--- config.mk ---
export PLATFORM = sky130hd
export DESIGN_NAME = czd_decoder
export DESIGN_NICKNAME = d
export VERILOG_FILES = /design/src/logic/czd_pkg.sv /design/src/logic/czd_reg_cell.sv /design/src/logic/czd_decoder.sv
export SDC_FILE = /design/constraint.sdc
export NUM_CORES = 1
export LEC_CHECK = 0
export ABC_CLOCK_PERIOD_IN_PS = 14100
export BUFFER_PORTS_ARGS = -buffer_cell sky130_fd_sc_hd__clkbuf_2
export CORE_MARGIN = 2
export CORE_UTILIZATION = 40
export DETAILED_ROUTE_END_ITERATION = 10
export GPL_TIMING_DRIVEN = 0
export PLACE_DENSITY_LB_ADDON = 0.12
export SYNTH_ARGS = -nofsm -noshare
export SYNTH_HDL_FRONTEND = slang
export SYNTH_SLANG_ARGS = --single-unit
--- constraint.sdc ---
create_clock -name sys_clk -period 14.1 [get_ports sys_clk]
set_input_delay 3.525 -clock sys_clk [delete_from_list [all_inputs] [get_ports sys_clk]]
set_output_delay 3.525 -clock sys_clk [all_outputs]
set_load 0.02 [all_outputs]
--- src/logic/czd_pkg.sv ---
// Constants and types shared by the core address zone decoder
//
// Behaviour
// - Boot-ROM variant: 1 Mbyte expansion memory aliased below and above 0x100000.
// - Addresses 0x00F900 to 0x00F90A decode as shared BIOS and security registers.
// - Split registers: read returns one register, write updates another.
// - Write-one-to-clear bits: written one clears, written zero leaves unchanged.
// - Byte and word transactions accepted anywhere inside memory regions.
// - Reserved bits written as zero or read-back value; reads undefined.
// - Base memory 0x000000 to 0x01FFFF is the fast zone, zone 1 timing.
// - Base memory 0x020000 to 0x0FFFFF is the slow zone, zone 2 timing.
// - Internal-run and on-board-debug serve base memory on-chip, zone timing kept.
// - Flash variants off-chip environment: off-chip base memory spans 1016 Kbytes.
// - Boot-ROM variant off-chip environment: off-chip base memory only 4 Kbytes.
package czd_pkg;

    // ------------------------------------------------------------
    // Variants and modes
    // ------------------------------------------------------------
    localparam int VAR_FLASH64 = 0;
    localparam int VAR_FLASH128 = 1;
    localparam int VAR_BOOTROM = 2;
    localparam int ADDR_W = 21;

    typedef enum logic [1:0] {internal_run_env, onboard_debug_env, offchip_code_env} czd_env_t;

    typedef enum logic [3:0] {rgn_reserved, rgn_base, rgn_exp, rgn_ram, rgn_flash_ctl,
        rgn_shbios, rgn_biu, rgn_dma, rgn_ioexp, rgn_modreg} czd_region_t;

    typedef enum logic [1:0] {acc_rw, acc_ro, acc_split, acc_w1c} czd_acc_t;

    // ------------------------------------------------------------
    // Address map
    // ------------------------------------------------------------
    localparam logic [20:0] BOOT_BASE_TOP = 21'h000FFF;
    localparam logic [20:0] BASE_LOW_TOP = 21'h00DFFF;
    localparam logic [20:0] RAM_LO_BIG = 21'h00E800;
    localparam logic [20:0] RAM_LO_SMALL = 21'h00F000;
    localparam logic [20:0] RAM_TOP = 21'h00F7FF;
    localparam logic [20:0] FCTL_LO = 21'h00F880;
    localparam logic [20:0] FCTL_TOP = 21'h00F8FF;
    localparam logic [20:0] SHB_LO = 21'h00F900;
    localparam logic [20:0] SHB_TOP = 21'h00F90A;
    localparam logic [20:0] BIU_LO = 21'h00F980;
    localparam logic [20:0] BIU_TOP = 21'h00F98F;
    localparam logic [20:0] DMA_LO = 21'h00FA00;
    localparam logic [20:0] DMA_TOP = 21'h00FA7F;
    localparam logic [20:0] IOX_LO = 21'h00FB00;
    localparam logic [20:0] IOX_TOP = 21'h00FBFF;
    localparam logic [20:0] MOD_LO = 21'h00FC00;
    localparam logic [20:0] LOW64_TOP = 21'h00FFFF;
    localparam logic [20:0] FAST_TOP = 21'h01FFFF;
    localparam logic [20:0] BASE_TOP = 21'h0FFFFF;

    // ------------------------------------------------------------
    // Shared BIOS register block
    // ------------------------------------------------------------
    localparam int SHB_COUNT = 11;
    localparam int SHB_STATUS = 0;
    localparam int SHB_SPLIT = 1;
    localparam int SHB_INFO = 2;
    localparam logic [7:0] SHB_RST = 8'h00;

endpackage : czd_pkg

--- src/logic/czd_reg_cell.sv ---
// One byte-wide register cell with selectable access type
module czd_reg_cell #(
    parameter czd_pkg::czd_acc_t ACC = czd_pkg::acc_rw
) (
    input wire logic sys_clk,
    input wire logic rst,
    input wire logic clk_en,
    input wire logic wr,
    input wire logic [7:0] wdata,
    input wire logic [7:0] hw_set,
    input wire logic [7:0] rd_src,
    output logic [7:0] rdata,
    output logic [7:0] store_r
);

    logic [7:0] store_nxt;

    // ------------------------------------------------------------
    // Next value per access type
    // ------------------------------------------------------------
    always_comb
    begin
        store_nxt = store_r;
        case (ACC)
            czd_pkg::acc_rw:
            begin
                if (wr) store_nxt = wdata;
            end
            czd_pkg::acc_split:
            begin
                if (wr) store_nxt = wdata;
            end
            czd_pkg::acc_w1c:
            begin
                // Hardware set wins over a clear in the same cycle
                if (wr) store_nxt = store_r & ~wdata;
                store_nxt = store_nxt | hw_set;
            end
            default:
            begin
                store_nxt = store_r;
            end
        endcase
    end

    always_ff @(posedge sys_clk or posedge rst)
    begin
        if (rst) store_r <= czd_pkg::SHB_RST;
        else if (clk_en) store_r <= store_nxt;
    end

    // Split and read-only cells show another source on read
    assign rdata = (ACC == czd_pkg::acc_split || ACC == czd_pkg::acc_ro) ? rd_src : store_r;

endmodule : czd_reg_cell

--- src/logic/czd_decoder.sv ---
// Core address zone decoder with shared BIOS register block
module czd_decoder #(
    parameter int VARIANT = czd_pkg::VAR_FLASH64
) (
    input wire logic sys_clk,
    input wire logic rst,
    input wire logic clk_en,
    input wire logic core_req,
    input wire logic [20:0] core_addr,
    input wire logic core_we,
    input wire logic core_word,
    input wire logic [15:0] core_wdata,
    input wire czd_pkg::czd_env_t env_mode,
    output logic dec_valid_r,
    output logic [3:0] region_r,
    output logic base_fast_r,
    output logic base_slow_r,
    output logic base_onchip_r,
    output logic base_offchip_r,
    output logic exp_sel_r,
    output logic [20:0] mem_offset_r,
    output logic reserved_hit_r,
    output logic width_err_r,
    output logic [15:0] core_rdata_r,
    output logic [7:0] shbios_ctl
);

    // ------------------------------------------------------------
    // Elaboration check
    // ------------------------------------------------------------
    generate
        if (VARIANT < czd_pkg::VAR_FLASH64 || VARIANT > czd_pkg::VAR_BOOTROM)
        begin : g_bad_variant
            $error("czd_decoder: VARIANT out of range");
        end
    endgenerate

    localparam logic IS_BOOT = (VARIANT == czd_pkg::VAR_BOOTROM);
    localparam logic IS_BIG = (VARIANT == czd_pkg::VAR_FLASH128);
    localparam logic [20:0] RAM_LO = IS_BIG ? czd_pkg::RAM_LO_BIG : czd_pkg::RAM_LO_SMALL;

    czd_pkg::czd_region_t rgn_nxt;
    logic dev_env;
    logic in_base;
    logic shb_hit;
    logic [3:0] shb_idx;
    logic [3:0] shb_idx_hi;
    logic [20:0] offset_nxt;
    logic [7:0] cell_rd [czd_pkg::SHB_COUNT];
    logic [7:0] cell_q [czd_pkg::SHB_COUNT];
    logic [7:0] rd_lo;
    logic [7:0] rd_hi;
    logic width_mis;
    logic resv;

    assign dev_env = (env_mode == czd_pkg::offchip_code_env);

    // ------------------------------------------------------------
    // Region decode
    // ------------------------------------------------------------
    always_comb
    begin
        rgn_nxt = czd_pkg::rgn_reserved;
        if (core_addr <= czd_pkg::LOW64_TOP)
        begin
            if (IS_BOOT && core_addr <= czd_pkg::BOOT_BASE_TOP)
                rgn_nxt = czd_pkg::rgn_base;
            else if (core_addr <= czd_pkg::BASE_LOW_TOP)
                rgn_nxt = IS_BOOT ? czd_pkg::rgn_exp : czd_pkg::rgn_base;
            else if (core_addr >= RAM_LO && core_addr <= czd_pkg::RAM_TOP)
                rgn_nxt = czd_pkg::rgn_ram;
            else if (core_addr >= czd_pkg::FCTL_LO && core_addr <= czd_pkg::FCTL_TOP)
                rgn_nxt = czd_pkg::rgn_flash_ctl;
            else if (core_addr >= czd_pkg::SHB_LO && core_addr <= czd_pkg::SHB_TOP)
                rgn_nxt = czd_pkg::rgn_shbios;
            else if (core_addr >= czd_pkg::BIU_LO && core_addr <= czd_pkg::BIU_TOP)
                rgn_nxt = czd_pkg::rgn_biu;
            else if (core_addr >= czd_pkg::DMA_LO && core_addr <= czd_pkg::DMA_TOP)
                rgn_nxt = czd_pkg::rgn_dma;
            else if (core_addr >= czd_pkg::IOX_LO && core_addr <= czd_pkg::IOX_TOP)
                rgn_nxt = czd_pkg::rgn_ioexp;
            else if (core_addr >= czd_pkg::MOD_LO)
                rgn_nxt = czd_pkg::rgn_modreg;
        end
        else if (core_addr <= czd_pkg::BASE_TOP)
        begin
            if (IS_BOOT)
                rgn_nxt = czd_pkg::rgn_exp;
            else if (dev_env)
                rgn_nxt = czd_pkg::rgn_base;
            else if (IS_BIG && core_addr <= czd_pkg::FAST_TOP)
                rgn_nxt = czd_pkg::rgn_base;
        end
        else
        begin
            rgn_nxt = czd_pkg::rgn_exp;
        end
    end

    assign in_base = (rgn_nxt == czd_pkg::rgn_base);
    assign shb_hit = (rgn_nxt == czd_pkg::rgn_shbios);
    assign resv = (rgn_nxt == czd_pkg::rgn_reserved);
    assign shb_idx = core_addr[3:0];
    assign shb_idx_hi = shb_idx + 4'h1;
    // Register block holds byte registers only; word access there is flagged
    assign width_mis = shb_hit && core_word;

    // Both alias windows of the expansion memory reach the same location
    always_comb
    begin
        offset_nxt = core_addr;
        if (rgn_nxt == czd_pkg::rgn_exp)
            offset_nxt = {1'b0, core_addr[19:0]};
    end

    // ------------------------------------------------------------
    // Access result, one cycle after the request
    // ------------------------------------------------------------
    always_ff @(posedge sys_clk or posedge rst)
    begin
        if (rst)
        begin
            dec_valid_r <= 1'b0;
            region_r <= 4'h0;
            mem_offset_r <= 21'h000000;
            exp_sel_r <= 1'b0;
            reserved_hit_r <= 1'b0;
            width_err_r <= 1'b0;
        end
        else if (clk_en)
        begin
            // Byte and word requests take the same path in memory regions
            dec_valid_r <= core_req;
            region_r <= rgn_nxt;
            mem_offset_r <= offset_nxt;
            exp_sel_r <= core_req && (rgn_nxt == czd_pkg::rgn_exp);
            reserved_hit_r <= core_req && resv;
            width_err_r <= core_req && width_mis;
        end
    end

    // ------------------------------------------------------------
    // Base memory zone and placement
    // ------------------------------------------------------------
    always_ff @(posedge sys_clk or posedge rst)
    begin
        if (rst)
        begin
            base_fast_r <= 1'b0;
            base_slow_r <= 1'b0;
            base_onchip_r <= 1'b0;
            base_offchip_r <= 1'b0;
        end
        else if (clk_en)
        begin
            base_fast_r <= core_req && in_base && core_addr <= czd_pkg::FAST_TOP;
            base_slow_r <= core_req && in_base && core_addr > czd_pkg::FAST_TOP;
            // Zone timing stays selected whether the memory is on or off chip
            base_onchip_r <= core_req && in_base && !dev_env;
            base_offchip_r <= core_req && in_base && dev_env;
        end
    end

    // ------------------------------------------------------------
    // Shared BIOS register block
    // ------------------------------------------------------------
    genvar gi;
    generate
        for (gi = 0; gi < czd_pkg::SHB_COUNT; gi++)
        begin : g_cell
            localparam czd_pkg::czd_acc_t ACC =
                (gi == czd_pkg::SHB_STATUS) ? czd_pkg::acc_w1c :
                (gi == czd_pkg::SHB_SPLIT) ? czd_pkg::acc_split :
                (gi == czd_pkg::SHB_INFO) ? czd_pkg::acc_ro : czd_pkg::acc_rw;
            logic wr_lo;
            logic wr_hi;
            logic [7:0] set_v;
            logic [7:0] src_v;
            assign wr_lo = core_req && core_we && shb_hit && shb_idx == 4'(gi);
            assign wr_hi = core_req && core_we && shb_hit && core_word && shb_idx_hi == 4'(gi);
            assign set_v = (gi == czd_pkg::SHB_STATUS)
                ? {6'h00, core_req && width_mis, core_req && resv} : 8'h00;
            assign src_v = (gi == czd_pkg::SHB_SPLIT) ? {4'h0, region_r}
                : {4'h0, 2'(VARIANT), env_mode};
            czd_reg_cell #(
                .ACC(ACC)
            ) u_cell (
                .sys_clk(sys_clk),
                .rst(rst),
                .clk_en(clk_en),
                .wr(wr_lo || wr_hi),
                .wdata(wr_hi ? core_wdata[15:8] : core_wdata[7:0]),
                .hw_set(set_v),
                .rd_src(src_v),
                .rdata(cell_rd[gi]),
                .store_r(cell_q[gi])
            );
        end
    endgenerate

    // Write side of the split register steers an outside control byte
    assign shbios_ctl = cell_q[czd_pkg::SHB_SPLIT];

    always_comb
    begin
        rd_lo = 8'h00;
        rd_hi = 8'h00;
        for (int k = 0; k < czd_pkg::SHB_COUNT; k++)
        begin
            if (shb_idx == 4'(k)) rd_lo = cell_rd[k];
            if (core_word && shb_idx_hi == 4'(k)) rd_hi = cell_rd[k];
        end
    end

    // Reads outside the block return zero; reserved bits read as zero
    always_ff @(posedge sys_clk or posedge rst)
    begin
        if (rst) core_rdata_r <= 16'h0000;
        else if (clk_en)
            core_rdata_r <= (core_req && !core_we && shb_hit) ? {rd_hi, rd_lo} : 16'h0000;
    end

endmodule : czd_decoder

==> results of run 1 <==
==> report_power, final <==
| group | internal, uW | switching (uW) | leakage, uW | total [uW] |
|---|---|---|---|---|
| clock | 306 | 175 | 0.000308 | 481 |
| combinational | 29.9 | 74.1 | 0.00164 | 104 |
| sequential | 378 | 4.16 | 0.00174 | 382 |
| total | 714 | 253 | 0.00369 | 967 |
==> per-layer routing <==
layer / vias to the layer above / track usage (%)
met3: 57 / 4.40
met5: - / 0
met1: 3577 / 43.5
met2: 333 / 44.3
met4: 0 / 12.3
li1: 3295 / -
==> critical path: stages <==
cell and delay (ns):
clkbuf_2 0.16, clkbuf_1 0.34, buf_1 0.54, clkbuf_1 0.50
a211oi_1 0.13, a2111oi_0 0.73, a31o_2 0.27, o22ai_1 0.06
==> area by class of cell <==
type                       instances  area [sq um]  share of cell area (%)
inverter                          35           136                    1.56
clock inverter                     8           124                    1.42
buffer                            78           348                    3.99
multi-input combinational        589          3650                    41.9
sequential                       129          3230                    37.0
tap                              229           287                    3.28
timing repair buffer              83           438                    5.02
clock buffer                      24           512                    5.86
==> logic make-up (layout without fill, tap and decap cells) <==
group,count (synthesis),after routing,synth area share [%]
multiplexers,36,36,5.51
AO/OA/AOI/OAI,300,300,26.5
AND/OR/NAND/NOR,253,253,17.6
flip-flops,129,129,43.9
buffers and inverters,113,228,6.51
==> flip-flops by register name, summed over array words and instances (netlist names) <==
name,count
mem_offset_r,21
base_slow_r,1
g_cell.u_cell.rdata,72
base_offchip_r,1
base_fast_r,1
g_cell.u_cell.store_r,8
width_err_r,1
reserved_hit_r,1
base_onchip_r,1
dec_valid_r,1
region_r,4
exp_sel_r,1
core_rdata_r,16
==> final timing paths <==
| kind | slack, ns | depth (start not counted) | endpoint |
|---|---|---|---|
| worst min register to register | 0.49 | 2 | core_rdata_r[3] |
| max in group asynchronous | 10.19 | 3 | g_cell[9].u_cell.rdata[0] |
| worst min-delay path | 0.49 | 2 | core_rdata_r[3] |
| worst max register to register | 11.98 | 5 | core_rdata_r[10] |
| min in group asynchronous | 3.16 | 2 | base_offchip_r |
| worst max-delay path | 8.12 | 8 | core_rdata_r[10] |
==> stage by stage <==
stage          utilization (%)  setup slack (ns)  std cells
4_1_cts                   48.4              8.29       1175
3_5_place_dp              44.9              7.84       1143
5_1_grt                   48.4              8.02       1175
3_3_place_gp              44.7              5.48       1142
6_report                  48.4              8.12       1175
2_1_floorplan                -              7.13        831
==> cells in the final DEF (no fill, tap or decap), types with 4 or more instances in the layout <==
cell type | Yosys | layout
dfrtp_1 | 129 | 129
nor2_1 | 103 | 103
clkbuf_2 | 0 | 82
o22ai_1 | 80 | 80
a21oi_1 | 68 | 68
nand2_1 | 51 | 51
clkbuf_1 | 48 | 49
o21ai_0 | 41 | 41
inv_1 | 34 | 33
a31oi_1 | 30 | 30
mux2_2 | 26 | 26
nand3_1 | 18 | 18
clkbuf_16 | 0 | 17
nand4_1 | 14 | 14
nand2b_1 | 13 | 13
nor2b_1 | 12 | 12
buf_2 | 11 | 11
buf_4 | 11 | 11
mux2i_1 | 9 | 9
buf_1 | 8 | 8
a22oi_1 | 7 | 7
a22o_1 | 7 | 7
a222oi_1 | 6 | 6
a21boi_0 | 6 | 6
clkbuf_8 | 0 | 6
nor3_1 | 5 | 5
and3_1 | 4 | 4
and2_1 | 4 | 4
o2bb2ai_1 | 4 | 4
o211ai_1 | 4 | 4
a221oi_1 | 4 | 4
a221o_1 | 4 | 4
==> flow_summary.yaml, run 1 <==
sta:
  setup_viol_count_final: 0
  max_slew_margin_pct: 36.5
  max_freq_mhz: 167
  tightest_slew_ns: 0.945
  min_period_ns: 5.98
  fin_setup_tns_ns: 0
  whs_ns: 0.495
  rsz0062_at_grt: "false"
  fin_skew_ns: 0.00905
  period_share_pct: 42.4
  hold_violations: 0
  slew_violations: 0
clock_tree:
  cts_buffers: 17
  cts_setup_buffers: 0
  post_cts_resized: 0
  clk_path_buf_depth: 2
  hold_buffers: 0
  htree_levels: 4
  clock_latency_ns: 0.43
  cts_sinks: 129
  cts_tree: "done"
  cts.clk_slew.worst_paths_ns: 0.06
  clock-root-buffer: "clkbuf_16"
floorplan:
  die_area_sq_um: 19500
  die_w_um: 140
  rows: 49
  initial_core_util_pct: 40.8
  core_area_sq_um: 18000
  io_pins: 102
  die_height_um: 140
detailed_routing:
  drc: 0
  initialDrtViolationCount: 803
  routed_wl_um: 28800
  drt-pass1-iter-count: 6
  m1WireLength_um: 12900
  ant_nets: 0
  vias: 7262
  avgViaCountPerCell: 6.18
  top_layer: "met4"
  wl_per_cell_um: 24.5
  met2_length_um: 12800
  dr_wl_met3_um: 2030
setup_path:
  startpoint: "core_addr[0]"
  critical_path_required_ns: 14.39
  endpoint_kind: "flip-flop"
  cp_max_fo: 10
  timing.rr.start: "region_r[2]"
  crit_path_start_kind: "primary input"
  crit_type: "primary input to flip-flop"
  arrival_ns: 6.26
synth:
  syn_area_sq_um: 7360
  yosysTopAreaCell: "dfrtp_1"
  yosysMostFrequentCell: "dfrtp_1"
  synth_top_area_share_pct: 43.9
  synthTopCellsByCount: "dfrtp_1, nor2_1, o22ai_1"
  yosys_warnings: 0
  async_reset_ff_share_pct: 100
  ys_seq_area_share_pct: 43.9
  ys.flop_type: "dfrtp_1"
  synth_cell_type_count: 73
  synth_cells: 831
  synth_fp_nets: 876
  synth_area_leaders: "dfrtp_1, o22ai_1, nor2_1"
  ys_ff_latch: 129
  avgSynthCellArea_sq_um: 8.86
  synth-edff-count: 0
grt:
  grt_overflow_total: 0
  gr-usage-all-layers_pct: 29.8
  antenna_found_initial: 0
  grt_pass1_wl_um: 43600
  grt_max_degree: 67
  grt_pass1_vias: 6856
layout:
  fin_area_sq_um: 8730
  drive_gt1_share_pct: 19.8
  syn_to_final_growth_pct: 18.5
  antenna_cells: 0
  fill_cells: 1806
  fin_nets: 978
pwr:
  finalPower_uw: 967
  vdd_drop_max_mv: 0.135
  leakagePower_uw: 0.00369
  power.density_nw_per_um2: 111
placement:
  place_congestion: 0.970
  dpl.hpwl_um: 20900
  placed_area_sq_um: 8090
  port_buffers: 82
outcome:
  run_status: "completed"
flow_run:
  drv_cap: 0
min_path:
  min_from: "core_rdata_r[3]"
  hp-class: "flip-flop to flip-flop"
Note: power is estimated with default switching activity, not from simulation.
==> run 2: changes to the inputs <==
--- a/config.mk
+++ b/config.mk
@@ -5,7 +5,8 @@
 export SDC_FILE = /design/constraint.sdc
 export NUM_CORES = 1
 export LEC_CHECK = 0
-export ABC_CLOCK_PERIOD_IN_PS = 14100
+export ABC_AREA = 1
+export ABC_CLOCK_PERIOD_IN_PS = 5850
 export BUFFER_PORTS_ARGS = -buffer_cell sky130_fd_sc_hd__clkbuf_2
 export CORE_MARGIN = 2
 export CORE_UTILIZATION = 40
==> constraint.sdc (replaced) <==
create_clock -name sys_clk -period 5.85 [get_ports sys_clk]
set_input_delay 1.4625 -clock sys_clk [delete_from_list [all_inputs] [get_ports sys_clk]]
set_output_delay 1.4625 -clock sys_clk [all_outputs]
set_load 0.02 [all_outputs]
==> flow_summary.yaml, run 2 <==
setup_path:
  crit_path_start_kind: "primary input"
  cp_max_fo: 8
  cp_num_buf_inv: 1
  path_delay_family: "simple AND/OR/NAND/NOR gates"
  endpoint_kind: "flip-flop"
  slowest_stage: "nor3_1"
  cp_num_cells: 9
  crit_chain: "clkbuf_2 -> nor2_1 -> nand2_2 -> nor2_4 -> nand4_1 -> nand2_2 -> nand4_2 -> nor3_1 -> a21oi_1"
  cp_common_cell: "nand2_2"
  reg2reg_depth: 8
  critical_path_required_ns: 6.13
  arrival_ns: 3.80
  crit_type: "primary input to flip-flop"
  max_stage_delay_ns: 0.84
detailed_routing:
  initialDrtViolationCount: 674
  drc: 0
  vias: 7847
  routed_wl_um: 26600
  ant_nets: 0
  drt-pass1-iter-count: 8
  wl_per_cell_um: 17.6
  avgViaCountPerCell: 5.19
grt:
  antenna_found_initial: 0
  grt_overflow_total: 0
  grt_max_degree: 69
  grt_pass1_wl_um: 41200
  gr-usage-all-layers_pct: 26.9
  grt_pass1_vias: 7210
layout:
  layout_common_cells: "nand2_1, dfrtp_1, inv_1, clkbuf_2, o21ai_0"
  antenna_cells: 0
  syn_to_final_growth_pct: 18.1
  largest_reg_flops: 72
  drive_gt1_share_pct: 16.4
  fin_nets: 1285
  final_util_pct: 48.5
  final_common_cell: "nand2_1"
floorplan:
  die_area_sq_um: 20500
  io_pins: 102
  die_w_um: 143
  die_height_um: 143
  initial_core_util_pct: 41.0
  rows: 50
  core_area_sq_um: 18800
placement:
  place_congestion: 0.904
  port_buffers: 92
  dpl.hpwl_um: 19500
outcome:
  run_status: "completed"
synth:
  syn_area_sq_um: 7730
  ys.flop_type: "dfrtp_1"
  yosysTopAreaCell: "dfrtp_1"
  ys_seq_area_share_pct: 41.8
  synth_top_area_share_pct: 41.8
  ys_ff_latch: 129
  async_reset_ff_share_pct: 100
  synth-edff-count: 0
  yosys_warnings: 0
  synth_cell_type_count: 32
  synth_cells: 1128
  synth_fp_nets: 1173
  yosysMostFrequentCell: "nand2_1"
  synth_area_leaders: "dfrtp_1, nand2_1, inv_1"
  synthTopCellsByCount: "nand2_1, dfrtp_1, inv_1"
  avgSynthCellArea_sq_um: 6.85
min_path:
  hp-class: "flip-flop to flip-flop"
  min_path_cells: 2
sta:
  fin_skew_ns: 0.0137
  max_slew_margin_pct: 40.9
  rsz0062_at_grt: "false"
  whs_ns: 0.474
  hold_violations: 0
  setup_viol_count_final: 0
  fin_setup_tns_ns: 0
  min_period_ns: 3.52
  max_freq_mhz: 284
  tightest_slew_ns: 0.879
  slew_violations: 0
  period_share_pct: 60.2
pwr:
  finalPower_uw: 2260
  power.density_nw_per_um2: 247
  vdd_drop_max_mv: 0.222
  leakagePower_uw: 0.00499
clock_tree:
  cts.clk_slew.worst_paths_ns: 0.06
  cts_sinks: 129
  htree_levels: 4
  hold_buffers: 0
  cts_buffers: 17
  clk_path_buf_depth: 2
  cts_setup_buffers: 0
  clock_latency_ns: 0.44
  post_cts_resized: 0
  cts_tree: "done"
  clock-root-buffer: "clkbuf_16"
flow_run:
  drv_cap: 0
==> run 2: changes by cell type after synthesis, moves of 22 or more <==
| cell | delta |
|---|---|
| o21ai_0 | +34 |
| mux2_2 | -26 |
| a21oi_1 | -22 |
| inv_1 | +93 |
| a31oi_1 | -26 |
| nor2_1 | -34 |
| clkbuf_1 | -29 |
| o22ai_1 | -59 |
| nand3_1 | +40 |
| o211ai_1 | +31 |
| nand2_1 | +373 |
==> run 2: worst paths after layout <==
| check | startpoint | slack [ns] | endpoint |
|---|---|---|---|
| max | core_addr[17] | 2.33 | g_cell[0].u_cell.rdata[4] |
| min | mem_offset_r[18] | 0.47 | mem_offset_r[18] |
| max reg2reg | region_r[3] | 4.20 | core_rdata_r[3] |
| min reg2reg | mem_offset_r[18] | 0.47 | mem_offset_r[18] |
| max in group asynchronous | rst | 3.99 | g_cell[10].u_cell.rdata[2] |
| min in group asynchronous | rst | 1.09 | mem_offset_r[20] |
==> run 2: worst register-to-register path: stages (launching register included) <==
cell	delay, ns
dfrtp_1	0.42
inv_1	0.11
o22ai_1	0.10
a21oi_1	0.12
nand2_1	0.07
a21oi_1	0.18
nand4_1	0.16
o21ai_0	0.29
nand2_1	0.08
==> run 2: metrics by stage <==
stage / instances / setup WS (ns) / area, sq um
finish: 1513 / 2.33 / 9130
global route: 1513 / 2.15 / 9130
CTS: 1513 / 2.33 / 9130
detailed placement: 1481 / 1.89 / 8550
global placement: 1480 / -0.894 / 8520
floorplan: 1128 / 0.947 / 7730
==> run 2: cell families after synthesis <==
logic type      after synthesis  share of synthesized area [%]
flops                       129                           41.8
simple gates                618                           33.6
compound gates              190                           14.0
buf+inv                     191                           10.6
==> run 2: report_power, final <==
group | total, uW | switching (uW) | internal [uW]
clock | 1070 | 432 | 635
sequential | 934 | 16.2 | 918
combinational | 257 | 189 | 67.9
==> run 2: metal layers <==
layer / global-route usage (%) / up-vias / part of all wire (%)
li1: - / 3828 / -
met1: 38.0 / 3672 / 46
met2: 42.5 / 311 / 46
met3: 4.53 / 36 / 7.0
met4: 7.71 / 0 / 1.6
met5: 0 / - / 0
==> run 2: area by class of cell <==
class / instances / area, sq um
sequential: 129 / 3230
clock buffer: 18 / 439
fill: 1977 / 9700
inverter: 142 / 538
buffer: 49 / 285
tap: 260 / 325
timing repair buffer: 93 / 488
multi-input combinational: 808 / 3680
clock inverter: 14 / 141
==> run 3: changes to the inputs <==
--- a/config.mk
+++ b/config.mk
@@ -6,7 +6,7 @@
 export NUM_CORES = 1
 export LEC_CHECK = 0
 export ABC_AREA = 1
-export ABC_CLOCK_PERIOD_IN_PS = 5850
+export ABC_CLOCK_PERIOD_IN_PS = 3100
 export BUFFER_PORTS_ARGS = -buffer_cell sky130_fd_sc_hd__clkbuf_2
 export CORE_MARGIN = 2
 export CORE_UTILIZATION = 40
==> constraint.sdc (replaced) <==
create_clock -name sys_clk -period 3.1 [get_ports sys_clk]
set_input_delay 0.775 -clock sys_clk [delete_from_list [all_inputs] [get_ports sys_clk]]
set_output_delay 0.775 -clock sys_clk [all_outputs]
set_load 0.02 [all_outputs]
==> flow_summary.yaml, run 3 (synthesis gave the netlist of run 2 again) <==
clock_tree:
  post_cts_resized: 0
  cts_tree: "done"
  cts_setup_buffers: 0
  cts_buffers: 17
  clock_latency_ns: 0.43
  cts_sinks: 129
  clk_path_buf_depth: 2
  clock-root-buffer: "clkbuf_16"
  hold_buffers: 0
  htree_levels: 4
  cts.clk_slew.worst_paths_ns: 0.06
sta:
  rsz0062_at_grt: "false"
  min_period_ns: 2.90
  hold_violations: 0
  worst_slack_ns: 0.195
  tightest_slew_ns: 0.930
  period_share_pct: 93.7
  slew_violations: 0
  max_slew_margin_pct: 37.5
  fin_skew_ns: 0.00665
  setup_viol_count_final: 0
  max_freq_mhz: 344
setup_path:
  critical_path_required_ns: 3.36
  startpoint: "core_addr[1]"
  slowest_stage: "nor3_1"
  reg2reg_depth: 8
  cp_num_cells: 10
  timing.rr.start: "region_r[3]"
  crit_type: "primary input to flip-flop"
  cp_common_cell: "nand2_2"
  crit_path_start_kind: "primary input"
  endpoint_kind: "flip-flop"
  reg2reg_slack_ns: 1.46
  cp_max_fo: 8
  path_delay_family: "simple AND/OR/NAND/NOR gates"
  max_stage_delay_ns: 0.89
  cp_num_buf_inv: 2
  arrival_ns: 3.17
  crit_chain: "clkbuf_2 -> inv_2 -> nor2_4 -> nand2_2 -> nor2_1 -> nand4_1 -> nand2_2 -> nand4_2 -> nor3_1 -> a21oi_1"
  r2r_end: "core_rdata_r[3]"
  endpoint: "g_cell[0].u_cell.rdata[2]"
layout:
  fin_nets: 1287
  fin_area_sq_um: 9160
  final_util_pct: 48.6
  final_common_cell: "nand2_1"
  antenna_cells: 0
  layout_common_cells: "nand2_1, dfrtp_1, inv_1, clkbuf_2, o21ai_0"
  multiInputGateArea_sq_um: 3680
  ff_latch_area_sq_um: 3230
  drive_gt1_share_pct: 16.2
  fill_cells: 1978
  syn_to_final_growth_pct: 18.5
  largest_reg_flops: 72
placement:
  place_congestion: 0.978
  port_buffers: 92
  dp_slack_ns: -0.232
  placed_area_sq_um: 8580
  dpl.hpwl_um: 19900
detailed_routing:
  vias: 7805
  routed_wl_um: 26900
  wl_per_cell_um: 17.8
  avgViaCountPerCell: 5.16
  drt-pass1-iter-count: 5
  drc: 0
  initialDrtViolationCount: 574
  ant_nets: 0
grt:
  antenna_found_initial: 0
  grt_overflow_total: 0
  grt_max_degree: 40
  grt_pass1_vias: 7256
  grt_pass1_wl_um: 41600
  gr-usage-all-layers_pct: 27.2
pwr:
  leakagePower_uw: 0.00499
  power.density_nw_per_um2: 468
  vdd_drop_max_mv: 0.384
floorplan:
  io_pins: 102
  rows: 50
  die_height_um: 143
  initial_core_util_pct: 41.0
  die_w_um: 143
  die_area_sq_um: 20500
  core_area_sq_um: 18800
flow_run:
  drv_cap: 0
outcome:
  run_status: "completed"
min_path:
  hp-class: "primary input to async pin"
-- run 3: cell count changes in the layout (fill, tap and decap cells not counted), sizes merged --
cell,previous run,this run
bufinv,2,3
clkbuf,131,133
buf,29,31
inv,134,133
clkinv,16,12
clkinvlp,4,5
-- run 3: worst reg2reg max path: cells and delay by family (launching register included) --
family	cells	cell delay (ns)
AOI/OAI and AO/OA	4	0.69
buffers and inverters	1	0.09
DFF	1	0.40
and+or+nand+nor	3	0.34
-- run 3: worst min-delay path by stage --
stage,slack (ns),endpoint,start
final,0.41,core_rdata_r[11],rst
after global placement,0.46,mem_offset_r[9],mem_offset_r[9]
after floorplan,0.45,g_cell[9].u_cell.rdata[0],g_cell[9].u_cell.rdata[0]
after detailed placement,0.46,dec_valid_r,dec_valid_r
after CTS,0.43,core_rdata_r[11],rst
after global routing,0.46,core_rdata_r[12],rst
-- run 3: layout make-up --
| cell class | count | share of cell area, % |
|---|---|---|
| clock inverter | 11 | 1.53 |
| clock buffer | 20 | 4.77 |
| multi-input combinational | 808 | 40.2 |
| buffer | 49 | 3.12 |
| tap | 260 | 3.55 |
| inverter | 142 | 5.86 |
| timing repair buffer | 95 | 5.68 |
| sequential | 129 | 35.3 |
-- run 3: power by group --
group | switching [uW] | total [uW] | leakage [uW] | internal, uW
Sequential | 29.5 | 1760 | 0.00157 | 1730
Clock | 786 | 2040 | 0.000272 | 1250
Combinational | 357 | 489 | 0.00315 | 132
Total | 1170 | 4290 | 0.00499 | 3120
-- run 3: layer usage --
metal  wire [um]  vias up  track usage [%]
met4         490        0             8.75
li1            -     3835                -
met5           0        -                0
met2       12400      289             43.5
met1       12300     3639             37.8
met3        1710       42             4.36
-- run 3: metrics by stage --
step,instances,hold WS [ns],TNS (ns),power [uW]
after global routing,1514,0.463,0,4450
after CTS,1514,0.428,0,4310
after global placement,1480,0.455,-29.46,2270
after floorplan,1128,0.449,0,2070
after detailed placement,1483,0.457,-1.33,2280
final,1514,0.412,0,4290
